<file path="config.mk">
export PLATFORM = sky130hd
export DESIGN_NAME = usp_top
export DESIGN_NICKNAME = d
export VERILOG_FILES = /design/src/design/usp_pkg.sv /design/src/design/usp_sync.sv /design/src/design/usp_baud.sv /design/src/design/usp_top.sv
export SDC_FILE = /design/constraint.sdc
export NUM_CORES = 1
export LEC_CHECK = 0
export BUFFER_PORTS_ARGS = -buffer_cell sky130_fd_sc_hd__buf_2
export CORE_AREA = 2 2 132 134
export CTS_CLUSTER_SIZE = 14
export DETAILED_ROUTE_END_ITERATION = 8
export DIE_AREA = 0 0 134 136
export PLACE_DENSITY = 0.73
export SLEW_MARGIN = 5
export SYNTH_ARGS = -nofsm -noshare
export SYNTH_HDL_FRONTEND = slang
export SYNTH_SLANG_ARGS = --single-unit
</file>
<file path="constraint.sdc">
create_clock -name pclk -period 10.95 [get_ports pclk]
set_input_delay 2.19 -clock pclk [delete_from_list [all_inputs] [get_ports pclk]]
set_output_delay 2.19 -clock pclk [all_outputs]
set_load 0.1 [all_outputs]
</file>
<file path="src/design/usp_pkg.sv">
// shared constants, types and register map of the serial port with baud gen
package usp_pkg;

  // register indices, byte address is four times the index
  localparam logic [7:0]  IDX_PWR    = 8'h87;
  localparam logic [7:0]  IDX_TH1    = 8'h8D;
  localparam logic [7:0]  IDX_CTRL   = 8'h98;
  localparam logic [7:0]  IDX_BUF    = 8'h99;
  localparam logic [7:0]  IDX_RELL   = 8'hAA;
  localparam logic [7:0]  IDX_RELH   = 8'hBA;
  localparam logic [7:0]  IDX_SRC    = 8'hD8;
  localparam logic [7:0]  IDX_IRQ_ST = 8'hF8;
  localparam logic [7:0]  IDX_IRQ_MK = 8'hF9;

  // reset values
  localparam logic [7:0]  RST_PWR  = 8'h00;
  localparam logic [7:0]  RST_TH1  = 8'h00;
  localparam logic [7:0]  RST_CTRL = 8'h00;
  localparam logic [7:0]  RST_RELL = 8'hD9;
  localparam logic [7:0]  RST_RELH = 8'h03;
  localparam logic [7:0]  RST_SRC  = 8'h00;
  localparam logic [7:0]  RST_MASK = 8'h00;

  // field positions
  localparam int          DOUBLER_BIT = 7;
  localparam int          SRC_BIT     = 7;
  localparam int          IRQ_RX      = 0;
  localparam int          IRQ_TX      = 1;
  localparam int          IRQ_FERR    = 2;
  localparam int          IRQ_OVR     = 3;

  // rate divisors and oversampling
  localparam int          OVS       = 16;
  localparam int          T1_DIV    = 384;
  localparam int          GEN_DIV   = 64;
  localparam int          FIX_DIV   = 64;
  localparam logic [4:0]  T1_PRE    = 5'(T1_DIV / OVS);
  localparam logic [4:0]  GEN_PRE   = 5'(GEN_DIV / OVS);
  localparam logic [4:0]  FIX_PRE   = 5'(FIX_DIV / OVS);
  localparam logic [10:0] T1_SPAN   = 11'h100;
  localparam logic [10:0] GEN_SPAN  = 11'h400;

  // receive sample points within a 16 tick bit
  localparam logic [3:0]  SMP_A     = 4'h7;
  localparam logic [3:0]  SMP_B     = 4'h8;
  localparam logic [3:0]  SMP_C     = 4'h9;
  localparam logic [3:0]  LAST_TICK = 4'hF;

  // frame lengths in bits
  localparam logic [3:0]  DATA_BITS = 4'h8;
  localparam logic [3:0]  FRAME8    = 4'hA;
  localparam logic [3:0]  FRAME9    = 4'hB;

  // frame modes
  typedef enum logic [1:0] {
    MODE_NONE = 2'h0,
    MODE_8VAR = 2'h1,
    MODE_9FIX = 2'h2,
    MODE_9VAR = 2'h3
  } usp_mode_t;

  // receiver states, gray along idle-start-data-stop
  typedef enum logic [1:0] {
    RX_IDLE  = 2'h0,
    RX_START = 2'h1,
    RX_DATA  = 2'h3,
    RX_STOP  = 2'h2
  } usp_rx_st_t;

  // serial control register layout
  typedef struct packed {
    usp_mode_t mode;
    logic      mp_en;
    logic      rx_en;
    logic      tx_ninth;
    logic      rx_ninth;
    logic      tx_done;
    logic      rx_done;
  } usp_ctrl_t;

  // baud generator settings
  typedef struct packed {
    logic       use_gen;
    logic       doubler;
    logic       fixed;
    logic [7:0] th1;
    logic [9:0] reload;
  } usp_baud_cfg_t;

endpackage

</file>
<file path="src/design/usp_sync.sv">
// two flip-flop synchroniser for the receive pin
`timescale 1ns/1ps
`default_nettype none
module usp_sync
  import usp_pkg::*;
(
  // clock and reset
  input  wire logic pclk,
  input  wire logic presetn,
  // asynchronous in, synchronous out
  input  wire logic async_in,
  output logic      sync_out
);

  logic meta_q; // first stage, read only by the second

  // idle line is high, so reset to one
  always_ff @(posedge pclk or negedge presetn) begin
    if (!presetn) begin
      meta_q   <= 1'b1;
      sync_out <= 1'b1;
    end else begin
      meta_q   <= async_in;
      sync_out <= meta_q;
    end
  end

endmodule
`default_nettype wire

</file>
<file path="src/design/usp_baud.sv">
// sixteen-times oversampling tick generator for the serial port
`timescale 1ns/1ps
`default_nettype none
module usp_baud
  import usp_pkg::*;
(
  // clock and reset
  input  wire logic          pclk,
  input  wire logic          presetn,
  // rate settings
  input  wire usp_baud_cfg_t cfg,
  // one pulse per sixteenth of a bit
  output logic               tick
);

  logic [4:0]  pre_q;  // prescale counter
  logic [10:0] div_q;  // period counter
  logic [4:0]  pre_lim; // prescale length
  logic [10:0] div_lim; // period length

  // fixed mode: clock/64, doubled clock/32
  always_comb begin
    if (cfg.fixed || cfg.use_gen) begin
      pre_lim = cfg.doubler ? (GEN_PRE >> 1) : GEN_PRE;
    end else begin
      pre_lim = cfg.doubler ? (T1_PRE >> 1) : T1_PRE;
    end
    if (cfg.fixed) begin
      div_lim = 11'h001;
    end else if (cfg.use_gen) begin
      div_lim = GEN_SPAN - {1'b0, cfg.reload};
    end else begin
      div_lim = T1_SPAN - {3'h0, cfg.th1};
    end
  end

  // count prescale, then period; reload 0x3FF at 1.2288 MHz gives 19200, doubled 38400
  always_ff @(posedge pclk or negedge presetn) begin
    if (!presetn) begin
      pre_q <= 5'h00;
      div_q <= 11'h000;
      tick  <= 1'b0;
    end else begin
      tick <= 1'b0;
      if (pre_q >= pre_lim - 5'h01) begin
        pre_q <= 5'h00;
        if (div_q >= div_lim - 11'h001) begin
          div_q <= 11'h000;
          tick  <= 1'b1;
        end else begin
          div_q <= div_q + 11'h001;
        end
      end else begin
        pre_q <= pre_q + 5'h01;
      end
    end
  end

endmodule
`default_nettype wire

</file>
<file path="src/design/usp_top.sv">
// serial port top: apb registers, transmitter, receiver, interrupt
`timescale 1ns/1ps
`default_nettype none
module usp_top
  import usp_pkg::*;
(
  // clock and reset
  input  wire logic        pclk,
  input  wire logic        presetn,
  // apb slave
  input  wire logic        psel,
  input  wire logic        penable,
  input  wire logic        pwrite,
  input  wire logic [11:0] paddr,
  input  wire logic [31:0] pwdata,
  output logic      [31:0] prdata,
  output logic             pready,
  output logic             pslverr,
  // serial pins
  input  wire logic        rx_pin,
  output logic             tx_pin,
  // interrupt
  output logic             irq
);

  // software registers
  logic [7:0]    pwr_q;     // speed control, bit 7 doubler
  logic [7:0]    th1_q;     // timer one high byte
  logic [7:0]    rell_q;    // reload low bits
  logic [7:0]    relh_q;    // reload high bits
  logic [7:0]    src_q;     // rate source select
  usp_ctrl_t     ctrl_q;    // serial control
  logic [7:0]    rxbuf_q;   // last received byte
  logic [7:0]    ist_q;     // sticky interrupt status
  logic [7:0]    imask_q;   // interrupt mask

  // bus decode
  logic          setup;     // setup phase
  logic          done;      // access completes this edge
  logic          wr;        // write completes
  logic          rd;        // read completes
  logic [7:0]    widx;      // word index of address
  logic [7:0]    rdata_c;   // read mux
  logic          hit_c;     // address is mapped

  // shared datapath
  usp_baud_cfg_t bcfg;      // rate settings
  logic          tick;      // oversample tick
  logic          rx_s;      // synchronised receive pin
  logic          nine;      // frame carries a ninth bit

  // transmitter
  logic [10:0]   tx_sh_q;   // frame shifter
  logic [3:0]    tx_left_q; // bits left including current
  logic [3:0]    tx_sub_q;  // tick within bit
  logic          tx_busy_q; // frame in flight
  logic          tx_ev;     // frame finished
  logic          tx_load;   // start a frame

  // receiver
  usp_rx_st_t    rx_st_q;   // receive state
  logic [3:0]    rx_sub_q;  // tick within bit
  logic [3:0]    rx_cnt_q;  // data bits taken
  logic [7:0]    rx_dat_q;  // assembled byte
  logic          rx_9_q;    // assembled ninth bit
  logic [1:0]    rx_smp_q;  // first two votes
  logic          rx_prev_q; // line one cycle ago
  logic          vote;      // majority decision
  logic          rx_dec;    // decision tick
  logic          rx_end;    // stop bit decided
  logic          rx_take;   // frame accepted
  logic          rx_ovr;    // frame dropped, flag still set
  logic          rx_ferr;   // stop bit found low
  logic [7:0]    ist_d;     // next status

  // bus phases: one setup, one access cycle, no waits
  assign setup = psel & ~penable;
  assign done  = psel & penable & pready;
  assign wr    = done & pwrite;
  assign rd    = done & ~pwrite;
  assign widx  = paddr[9:2];

  // read mux over the word index
  always_comb begin
    hit_c   = (paddr[11:10] == 2'h0) && (paddr[1:0] == 2'h0);
    rdata_c = 8'h00;
    case (widx)
      IDX_PWR:    rdata_c = pwr_q;
      IDX_TH1:    rdata_c = th1_q;
      IDX_CTRL:   rdata_c = ctrl_q;
      IDX_BUF:    rdata_c = rxbuf_q;
      IDX_RELL:   rdata_c = rell_q;
      IDX_RELH:   rdata_c = relh_q;
      IDX_SRC:    rdata_c = src_q;
      IDX_IRQ_ST: rdata_c = ist_q;
      IDX_IRQ_MK: rdata_c = imask_q;
      default:    hit_c   = 1'b0;
    endcase
  end

  // answer latched at setup so that read data comes from a flop
  always_ff @(posedge pclk or negedge presetn) begin
    if (!presetn) begin
      prdata  <= 32'h0000_0000;
      pready  <= 1'b0;
      pslverr <= 1'b0;
    end else if (setup) begin
      prdata  <= {24'h00_0000, rdata_c};
      pready  <= 1'b1;
      pslverr <= ~hit_c;
    end else if (done) begin
      pready  <= 1'b0;
      pslverr <= 1'b0;
    end
  end

  // plain read/write configuration registers
  always_ff @(posedge pclk or negedge presetn) begin
    if (!presetn) begin
      pwr_q   <= RST_PWR;
      th1_q   <= RST_TH1;
      rell_q  <= RST_RELL;
      relh_q  <= RST_RELH;
      src_q   <= RST_SRC;
      imask_q <= RST_MASK;
    end else if (wr) begin
      case (widx)
        IDX_PWR:    pwr_q   <= pwdata[7:0];
        IDX_TH1:    th1_q   <= pwdata[7:0];
        IDX_RELL:   rell_q  <= pwdata[7:0];
        IDX_RELH:   relh_q  <= pwdata[7:0];
        IDX_SRC:    src_q   <= pwdata[7:0];
        IDX_IRQ_MK: imask_q <= pwdata[7:0];
        default:    pwr_q   <= pwr_q;
      endcase
    end
  end

  // serial control: done flags take zero writes only, hardware set wins
  always_ff @(posedge pclk or negedge presetn) begin
    if (!presetn) begin
      ctrl_q <= usp_ctrl_t'(RST_CTRL);
    end else begin
      if (wr && widx == IDX_CTRL) begin
        ctrl_q.mode     <= usp_mode_t'(pwdata[7:6]);
        ctrl_q.mp_en    <= pwdata[5];
        ctrl_q.rx_en    <= pwdata[4];
        ctrl_q.tx_ninth <= pwdata[3];
        ctrl_q.rx_ninth <= pwdata[2];
        ctrl_q.tx_done  <= ctrl_q.tx_done & pwdata[1];
        ctrl_q.rx_done  <= ctrl_q.rx_done & pwdata[0];
      end
      if (tx_ev) begin
        ctrl_q.tx_done <= 1'b1;
      end
      if (rx_take) begin
        ctrl_q.rx_done  <= 1'b1;
        // stop bit stands in for the ninth in mode 1, taken live
        ctrl_q.rx_ninth <= nine ? rx_9_q : vote;
      end
    end
  end

  // rate settings: reload joins high two bits over low byte
  assign bcfg.use_gen = src_q[SRC_BIT];
  assign bcfg.doubler = pwr_q[DOUBLER_BIT];
  assign bcfg.fixed   = (ctrl_q.mode == MODE_9FIX);
  assign bcfg.th1     = th1_q;
  assign bcfg.reload  = {relh_q[1:0], rell_q};
  assign nine         = ctrl_q.mode[1];

  // shared tick generator
  usp_baud u_baud (
    .pclk    (pclk),
    .presetn (presetn),
    .cfg     (bcfg),
    .tick    (tick)
  );

  // receive pin crosses into the clock domain
  usp_sync u_sync (
    .pclk     (pclk),
    .presetn  (presetn),
    .async_in (rx_pin),
    .sync_out (rx_s)
  );

  // a buffer write launches a frame; ignored while busy or in mode 0
  assign tx_load = wr && (widx == IDX_BUF) && !tx_busy_q
                   && (ctrl_q.mode != MODE_NONE);

  // transmitter shifts out start, data lsb first, ninth, stop
  always_ff @(posedge pclk or negedge presetn) begin
    if (!presetn) begin
      tx_sh_q   <= 11'h7FF;
      tx_left_q <= 4'h0;
      tx_sub_q  <= 4'h0;
      tx_busy_q <= 1'b0;
      tx_pin    <= 1'b1;
      tx_ev     <= 1'b0;
    end else begin
      tx_ev <= 1'b0;
      if (tx_load) begin
        // ninth bit from control, or the stop level in mode 1
        tx_sh_q   <= {1'b1, nine ? ctrl_q.tx_ninth : 1'b1,
                      pwdata[7:0], 1'b0};
        tx_left_q <= nine ? FRAME9 : FRAME8;
        tx_sub_q  <= 4'h0;
        tx_busy_q <= 1'b1;
        tx_pin    <= 1'b0;
      end else if (tx_busy_q && tick) begin
        tx_sub_q <= tx_sub_q + 4'h1;
        if (tx_sub_q == LAST_TICK) begin
          if (tx_left_q == 4'h1) begin
            tx_busy_q <= 1'b0;
            tx_pin    <= 1'b1;
            tx_ev     <= 1'b1;
          end else begin
            tx_sh_q   <= {1'b1, tx_sh_q[10:1]};
            tx_pin    <= tx_sh_q[1];
            tx_left_q <= tx_left_q - 4'h1;
          end
        end
      end
    end
  end

  // three samples around mid-bit, majority wins
  assign vote   = (rx_smp_q[0] & rx_smp_q[1]) | (rx_smp_q[0] & rx_s)
                | (rx_smp_q[1] & rx_s);
  assign rx_dec = tick && (rx_sub_q == SMP_C);
  assign rx_end = rx_dec && (rx_st_q == RX_STOP);
  // accept rule: flag clear; multiprocessor needs ninth or stop high
  assign rx_ovr  = rx_end && ctrl_q.rx_done;
  assign rx_take = rx_end && !ctrl_q.rx_done
                   && (!ctrl_q.mp_en || (nine ? rx_9_q : vote));
  assign rx_ferr = rx_end && !vote;

  // received byte lands in the buffer; stop bit is ninth in mode 1
  always_ff @(posedge pclk or negedge presetn) begin
    if (!presetn) begin
      rxbuf_q <= 8'h00;
    end else if (rx_take) begin
      rxbuf_q <= rx_dat_q;
    end
  end

  // receiver sequence, independent of the transmitter
  always_ff @(posedge pclk or negedge presetn) begin
    if (!presetn) begin
      rx_st_q   <= RX_IDLE;
      rx_sub_q  <= 4'h0;
      rx_cnt_q  <= 4'h0;
      rx_dat_q  <= 8'h00;
      rx_9_q    <= 1'b0;
      rx_smp_q  <= 2'h3;
      rx_prev_q <= 1'b1;
    end else begin
      rx_prev_q <= rx_s;
      if (tick && rx_st_q != RX_IDLE) begin
        rx_sub_q <= rx_sub_q + 4'h1;
      end
      if (tick && (rx_sub_q == SMP_A || rx_sub_q == SMP_B)) begin
        rx_smp_q <= {rx_smp_q[0], rx_s};
      end
      case (rx_st_q)
        RX_IDLE: begin
          // falling edge of the idle-high line opens a frame
          if (ctrl_q.rx_en && ctrl_q.mode != MODE_NONE
              && rx_prev_q && !rx_s) begin
            rx_st_q  <= RX_START;
            rx_sub_q <= 4'h0;
            rx_cnt_q <= 4'h0;
          end
        end
        RX_START: begin
          // a glitch that is high at mid-bit is no start bit
          if (rx_dec) begin
            rx_st_q <= vote ? RX_IDLE : RX_DATA;
          end
        end
        RX_DATA: begin
          if (rx_dec) begin
            rx_cnt_q <= rx_cnt_q + 4'h1;
            if (rx_cnt_q < DATA_BITS) begin
              rx_dat_q <= {vote, rx_dat_q[7:1]};
            end else begin
              rx_9_q <= vote;
            end
            if (rx_cnt_q == (nine ? DATA_BITS : DATA_BITS - 4'h1)) begin
              rx_st_q <= RX_STOP;
            end
          end
        end
        RX_STOP: begin
          if (rx_dec) begin
            rx_st_q <= RX_IDLE;
            if (!nine) begin
              rx_9_q <= vote;
            end
          end
        end
        default: rx_st_q <= RX_IDLE;
      endcase
    end
  end

  // status: events set, a completed read clears the bits it showed
  always_comb begin
    ist_d = ist_q;
    if (rd && widx == IDX_IRQ_ST) begin
      ist_d = ist_q & ~prdata[7:0];
    end
    ist_d[IRQ_RX]   = ist_d[IRQ_RX] | rx_take;
    ist_d[IRQ_TX]   = ist_d[IRQ_TX] | tx_ev;
    ist_d[IRQ_FERR] = ist_d[IRQ_FERR] | rx_ferr;
    ist_d[IRQ_OVR]  = ist_d[IRQ_OVR] | rx_ovr;
  end

  // sticky status and the masked level interrupt
  always_ff @(posedge pclk or negedge presetn) begin
    if (!presetn) begin
      ist_q <= 8'h00;
      irq   <= 1'b0;
    end else begin
      ist_q <= ist_d;
      irq   <= |(ist_d & imask_q);
    end
  end

endmodule
`default_nettype wire

</file>
# After elaboration in Yosys (flattened, before gate mapping)
# Cells that the tools add are included.
dict set report classes {
  n_addsub 10
  n_lt_le_gt_ge 3
  n_eq_ne 26
  n_mux 62
  bitwise 22
  reduce_logical 54
}
# cell count
set ops {}
lappend ops {{$mux 11} 7}
lappend ops {{$eq 8x8->1 const B} 9}
lappend ops {{$pmux 8 s9} 1}
lappend ops {{$mux 4} 12}
lappend ops {{$mux 1} 27}
lappend ops {{$reduce_bool 2->1} 10}
lappend ops {{$logic_and 1x1->1} 18}
lappend ops {{$and 8x8->8} 2}
lappend ops {{$mux 5} 3}
lappend ops {{$ne 2x2->1 const B} 7}
lappend ops {{$reduce_and 2->1} 7}
lappend ops {{$add 4x1->4 const B} 3}
lappend ops {{$eq 4x4->1 const B} 3}
lappend ops {{$mux 2} 6}
lappend ops {{$reduce_and 3->1} 4}
lappend ops {{$add 11x1->11 const B} 1}
lappend ops {{$ge 11x11->1} 1}
lappend ops {{$sub 11x1->11 const B} 1}
lappend ops {{$sub 11x10->11 const A} 1}
lappend ops {{$and 1x1->1} 10}
lappend ops {{$sub 9x8->10 const A} 1}
lappend ops {{$reduce_or 9->1} 1}
lappend ops {{$mux 8} 1}
lappend ops {{$not 8->8} 1}
lappend ops {{22 further kinds} 40}
dict set report totals {
  reg_bits 146
  inputBits 50
  word_cells 214
}

# Depth between registers and ports, before layout
dict set report logic_depth {
  word_depth 9
  ltp_mapped 18
  ltp_nobuf 17
}

# Modules after synthesis
# Synthesis repeated with hierarchy kept, for this count alone.
dict set report unflattened {
  cells_unflattened 750
  area_unflattened_um2 8027.7
}
# module instances cells_each area_each_um2 seq_area_each_um2
set by_module_without_submodules {}
lappend by_module_without_submodules {usp_top 1 550 6291.0 3153.0}
lappend by_module_without_submodules {usp_baud 1 198 1684.1 425.4}
lappend by_module_without_submodules {usp_sync 1 2 52.6 52.6}

# Least setup slack after synthesis
# Ideal clock, no wire load.
dict set report synth_timing {
  kind {input to register}
  startpoint {input paddr[2]}
  endpoint {register irq}
  setup_ns 0.134
  t_arrival_ns 3.966
  required_time_ns 10.816
  path_slack_ns 6.850
  path_stages 8
  path_buffers 1
  path_cell_list {buf_2 > nor4b_2 > nand2_1 > nor3_2 > nand2_1 > a22o_1 > a221oi_1 > nand4_1}
}
dict set report synth_between {
  elab_chain_len 6
}
# item line_no
set synth_rtl {}
lappend synth_rtl {{start: declaration} usp_top.sv:14} ;# input wire logic [11:0] paddr,
lappend synth_rtl {{$eq 8x8->1} usp_top.sv:311} ;# if (rd && widx == IDX_IRQ_ST) begin
lappend synth_rtl {{$logic_and 1x1->1} usp_top.sv:311}
lappend synth_rtl {{$mux 8} usp_top.sv:311}
lappend synth_rtl {{$or 1x1->1} usp_top.sv:317} ;# ist_d[IRQ_OVR] = ist_d[IRQ_OVR] | rx_ovr;
lappend synth_rtl {{via ist_d[3]} usp_top.sv:74} ;# logic [7:0] ist_d;
lappend synth_rtl {{$and 8x8->8} usp_top.sv:327} ;# irq <= |(ist_d & imask_q);
lappend synth_rtl {{$reduce_or 8->1} usp_top.sv:327}
lappend synth_rtl {{end signal: assignment} usp_top.sv:327}
lappend synth_rtl {{end: declaration} usp_top.sv:23} ;# output logic irq
# The timed path passes the listed nets, and every way through them passes these cells.
# A chain may end at the register's enable or synchronous reset.

# Worst setup path in the final report
dict set report layout_timing {
  startpoint {register ctrl_q[7] (netlist name)}
  endpoint {register u_baud.div_q[0]}
}
dict set report layout_between {
  elab_chain_len 5
}
# item line_no
set layout_rtl {}
lappend layout_rtl {{start: declaration} usp_top.sv:32} ;# usp_ctrl_t ctrl_q;
lappend layout_rtl {{start signal: assignment} usp_top.sv:142} ;# ctrl_q <= usp_ctrl_t'(RST_CTRL);
lappend layout_rtl {{$eq 2x2->1 (*)} usp_top.sv:167} ;# assign bcfg.fixed = (ctrl_q.mode == MODE_9FIX);
lappend layout_rtl {{$mux 11 or $logic_or 1x1->1 (tied branches)} {usp_baud.sv:28, usp_baud.sv:23}}
lappend layout_rtl {{$sub 11x1->11 or $mux 5 (tied branches)} {usp_baud.sv:47, usp_baud.sv:23}}
lappend layout_rtl {{$ge 11x11->1 or $sub 5x1->5 (tied branches)} {usp_baud.sv:47, usp_baud.sv:45}}
lappend layout_rtl {{$mux 11 or $ge 5x5->1 (tied branches)} {usp_baud.sv:47, usp_baud.sv:45}}
lappend layout_rtl {{end signal: assignment} usp_baud.sv:51} ;# div_q <= div_q + 11'h001;
lappend layout_rtl {{end: declaration} usp_baud.sv:17} ;# logic [10:0] div_q;
# Mark *: on every way between the ends. The rest lies on a longest branch, timed or not.

==> impl_results.md <==
* CTS Buf Count at 17
* Slowest CP cell: o311ai_0
* Synth cell types at 67
* Comb pwr share at 0.116
* Reg power frac at 0.440
* Reg2reg end: u_baud.div_q[0]$_DFFE_PN0N_
* PwrDens at ~150 nW/um^2
* Post-synthesis register bit count at roughly 140
* Initial antenna violation count at 0
* DP HPWL at roughly 13000 um
* Relative slew slack at 0.295
* Final min period at around 4.5 ns
* Worst Slack Setup Final at between 6 and 7 ns
* Area Growth Syn to Fin at 11.1%
* Final setup vio count at 0
* Synthesized instance count at around 750
* Die ar. at roughly 18000 sq um
* Vias per Instance at 5.74
* Worst VDD drop at between 0.15 and 0.2 mV
* H-tree depth at 4
* Final hold vios at 0
* Post-Syn Area at 7890 sq um
* Critical path's largest stage delay at roughly 0.85 ns
* Crit Path Max Fanout at 11
* Rows at 48
* PortBufs at 37
* Crit start category: flop
* RSZ-0062 raised after global routing: no
* DR iter-0 viols at 425
* Post-synth EDFFs at 0
* Final Core Density at 0.519
* Leakage at approximately 4 nW
* Drc violations at 0
* Clock-pin slew on the worst setup and hold paths at 0.06 ns
* Clock Tree Root: clkbuf_16
* Drt wl/cell at ~18 um
* Dpl ws at 6.12 ns
* Die H at approximately 140 um
* Core area at 16900 sq um
* Hold wc startpoint: u_sync.meta_q$_DFF_PN1_
* First-pass GRT wire length at roughly 30000 um
* Fin cells at 1017
* Clock share of power at 0.445
* Via Count at between 5000 and 6000
* F_max at between 0.2 and 0.25 GHz
* Sequential area share after synthesis at 0.460
* CP arrival at approximately 5 ns
* Final Wtd Congestion at between 0.9 and 1
* Total of max-cap violations at 0
* Post-CTS sizing at 0
* Outcome: finished, final reports clean
* WP data required at 11.27 ns
* Final wirelength at roughly 18000 um
* Ys async rst share at 1.00
* Max Slew Vio Count at 0
* Critical path class: flop to flop
* Syn. warnings at 0
* ANT nets after route at 0
* Aggregate global routing overflow at 0
* Top delay family on crit path: simple AND/OR/NAND/NOR gates
* Worst Hold Endpoint: u_sync.sync_out$_DFF_PN1_
* Placed insts at approximately 980
* Switch Pwr at ~370 uW
* Worst Path Buf+Inv at 0
* Hold Path Stages at 0
* Worst min-delay path class: flop to flop
* Critical Path Most Common Cell: nor2_1
* Gr usage total at 0.214
* Worst Reg-to-Reg Cells at 14
* Post-Syn Area per Cell at ~11 sq um
* Pint at around 940 uW
* Die W at about 130 um
* # clock sinks at around 140
* CTS tree: built
* Share of layout cells above drive strength 1 at 0.226
* Worst skew pair latency at roughly 0.44 ns
* Post-route setup TNS at 0 ns
* Nets at 855
* Vias in the first global route at about 5700
* Clock tree buffer depth at 2
* Top FF cell, synth: dfrtp_1
* Post-CTS Setup Bufs at 0
* Crit-path cells: nor2b_1, nor2_1, and3_1, a31o_2, nor4_1, nand2_1, xnor2_1, ha_1, a21o_1, a21oi_1, o21a_1, o311ai_0, nor2_1, mux2_2
* IO Count at 86
* Starting density of the core at 0.468
* Clock Skew at ~0.010 ns
* Reg2reg setup slack at 6.42 ns
* Final Power at ~1.3 mW
* Part of the cycle the worst path needs at 0.414
* Reg-to-reg startpoint: ctrl_q[7]$_DFFE_PN0P_
* Worst slew pin tran at ~1.0 ns
* Cts hold-fix bufs at 0
* Crit. End Element: flop
* Switch share at 0.284
* Largest net degree at the start of global routing at 82
* Router iterations before antenna repair at 6
==> cells in the final DEF, fill, tap and decap left out, types with 4 or more instances in the layout <==
cell type	instances
inv_1	18
nor4_1	7
nor3_1	11
clkbuf_16	17
a21o_1	7
a211o_1	4
o211ai_1	4
mux2_2	72
o21ai_0	24
a21boi_0	5
a22oi_1	10
xor2_1	17
nand4_1	13
and3_1	9
conb_1	24
buf_2	36
xnor2_1	20
a22o_1	12
dfrtp_1	122
o22ai_1	8
a31oi_1	8
mux2i_1	28
a21oi_1	29
inv_6	5
ha_1	27
nor2b_1	9
or4_1	4
nand2_1	55
a32oi_1	5
dfstp_2	22
and2_1	5
or3_1	4
nand2b_1	7
nand3_1	22
nor2_1	61
==> metal layers <==
layer	up-vias	wire, um	GRT usage
met2	165	8500	0.337
met1	2902	8320	0.287
li1	2726	-	-
met3	47	1000	0.0503
met5	-	0	0
met4	0	517	0.0804
==> how the worst max path moves through the flow <==
| stage | depth (start not counted) | from | slack, ns | endpoint |
|---|---|---|---|---|
| finish | 14 | ctrl_q[7]$_DFFE_PN0P_ | 6.42 | u_baud.div_q[0]$_DFFE_PN0N_ |
| global route | 13 | ctrl_q[7]$_DFFE_PN0P_ | 6.05 | u_baud.div_q[10]$_DFFE_PN0N_ |
| CTS | 14 | ctrl_q[7]$_DFFE_PN0P_ | 6.39 | u_baud.div_q[0]$_DFFE_PN0N_ |
| detailed placement | 8 | paddr[2] | 6.12 | irq$_DFF_PN0_ |
| global placement | 8 | paddr[2] | 6.10 | irq$_DFF_PN0_ |
| floorplan | 8 | paddr[2] | 6.85 | irq$_DFF_PN0_ |
==> power by group through the flow <==
stage / combinational, mW / clock, mW / sequential [mW]
global placement: 0.146 / 0 / 0.583
floorplan: 0.112 / 0 / 0.584
finish: 0.151 / 0.581 / 0.575
global route: 0.167 / 0.612 / 0.578
detailed placement: 0.151 / 0 / 0.584
CTS: 0.152 / 0.588 / 0.575
==> per-stage QoR <==
step | cell area [sq um] | hold WS, ns
after global routing | 8760 | 0.368
after global placement | 8180 | 0.347
after CTS | 8760 | 0.356
after detailed placement | 8180 | 0.347
final | 8760 | 0.356
after floorplan | 7980 | 0.345
==> sequential cells by signal, summed over array words and instances (netlist names), 2 cells and up <==
name and count:
tx_left_q 4, rx_cnt_q 4, rell_q 8, th1_q 8, imask_q 8, ist_q 8
rx_sub_q 4, ctrl_q 8, tx_sub_q 4, pwr_q 8, rx_st_q 2, u_baud.pre_q 5
tx_sh_q 9, u_baud.div_q 11, rx_dat_q 8, rxbuf_q 8, relh_q 8, src_q 8
rx_smp_q 2, prdata 8
==> cell type report <==
class,instances,area (sq um)
Clock buffer,19,433
Clock inverter,13,150
Sequential cell,144,3630
Timing Repair Buffer,40,214
Fill cell,1504,8110
Antenna cell,1,2.50
Multi-Input combinational cell,557,3980
Tap cell,225,282
Inverter,18,67.6
==> cell usage after synthesis, drive strengths merged, types with 18 or more instances <==
master    n  area [sq um]
nor2     63           241
dfstp    22           578
mux2     72           811
a21oi    29           145
inv      18          67.6
nand3    22           110
dfrtp   122          3050
xnor2    20           175
clkbuf   22          83.8
nand2    55           206
o21ai    25           125
mux2i    28           280
buf      30           210
ha       27           338
==> cells by family (layout without fill, tap and decap cells) <==
group                      count (synthesis)  count (layout)  synth area share
DFF                                      144             144             0.460
and+or+nand+nor                          231             231             0.151
adders and majority gates                 28              28            0.0441
other                                      1              25          0.000475
AOI/OAI and AO/OA                        137             137             0.119
buffers and inverters                     70              90            0.0458
xor gates and xnor gates                  37              37            0.0411
muxes                                    100             100             0.138
No activity file was read; power rests on OpenSTA's default activity.
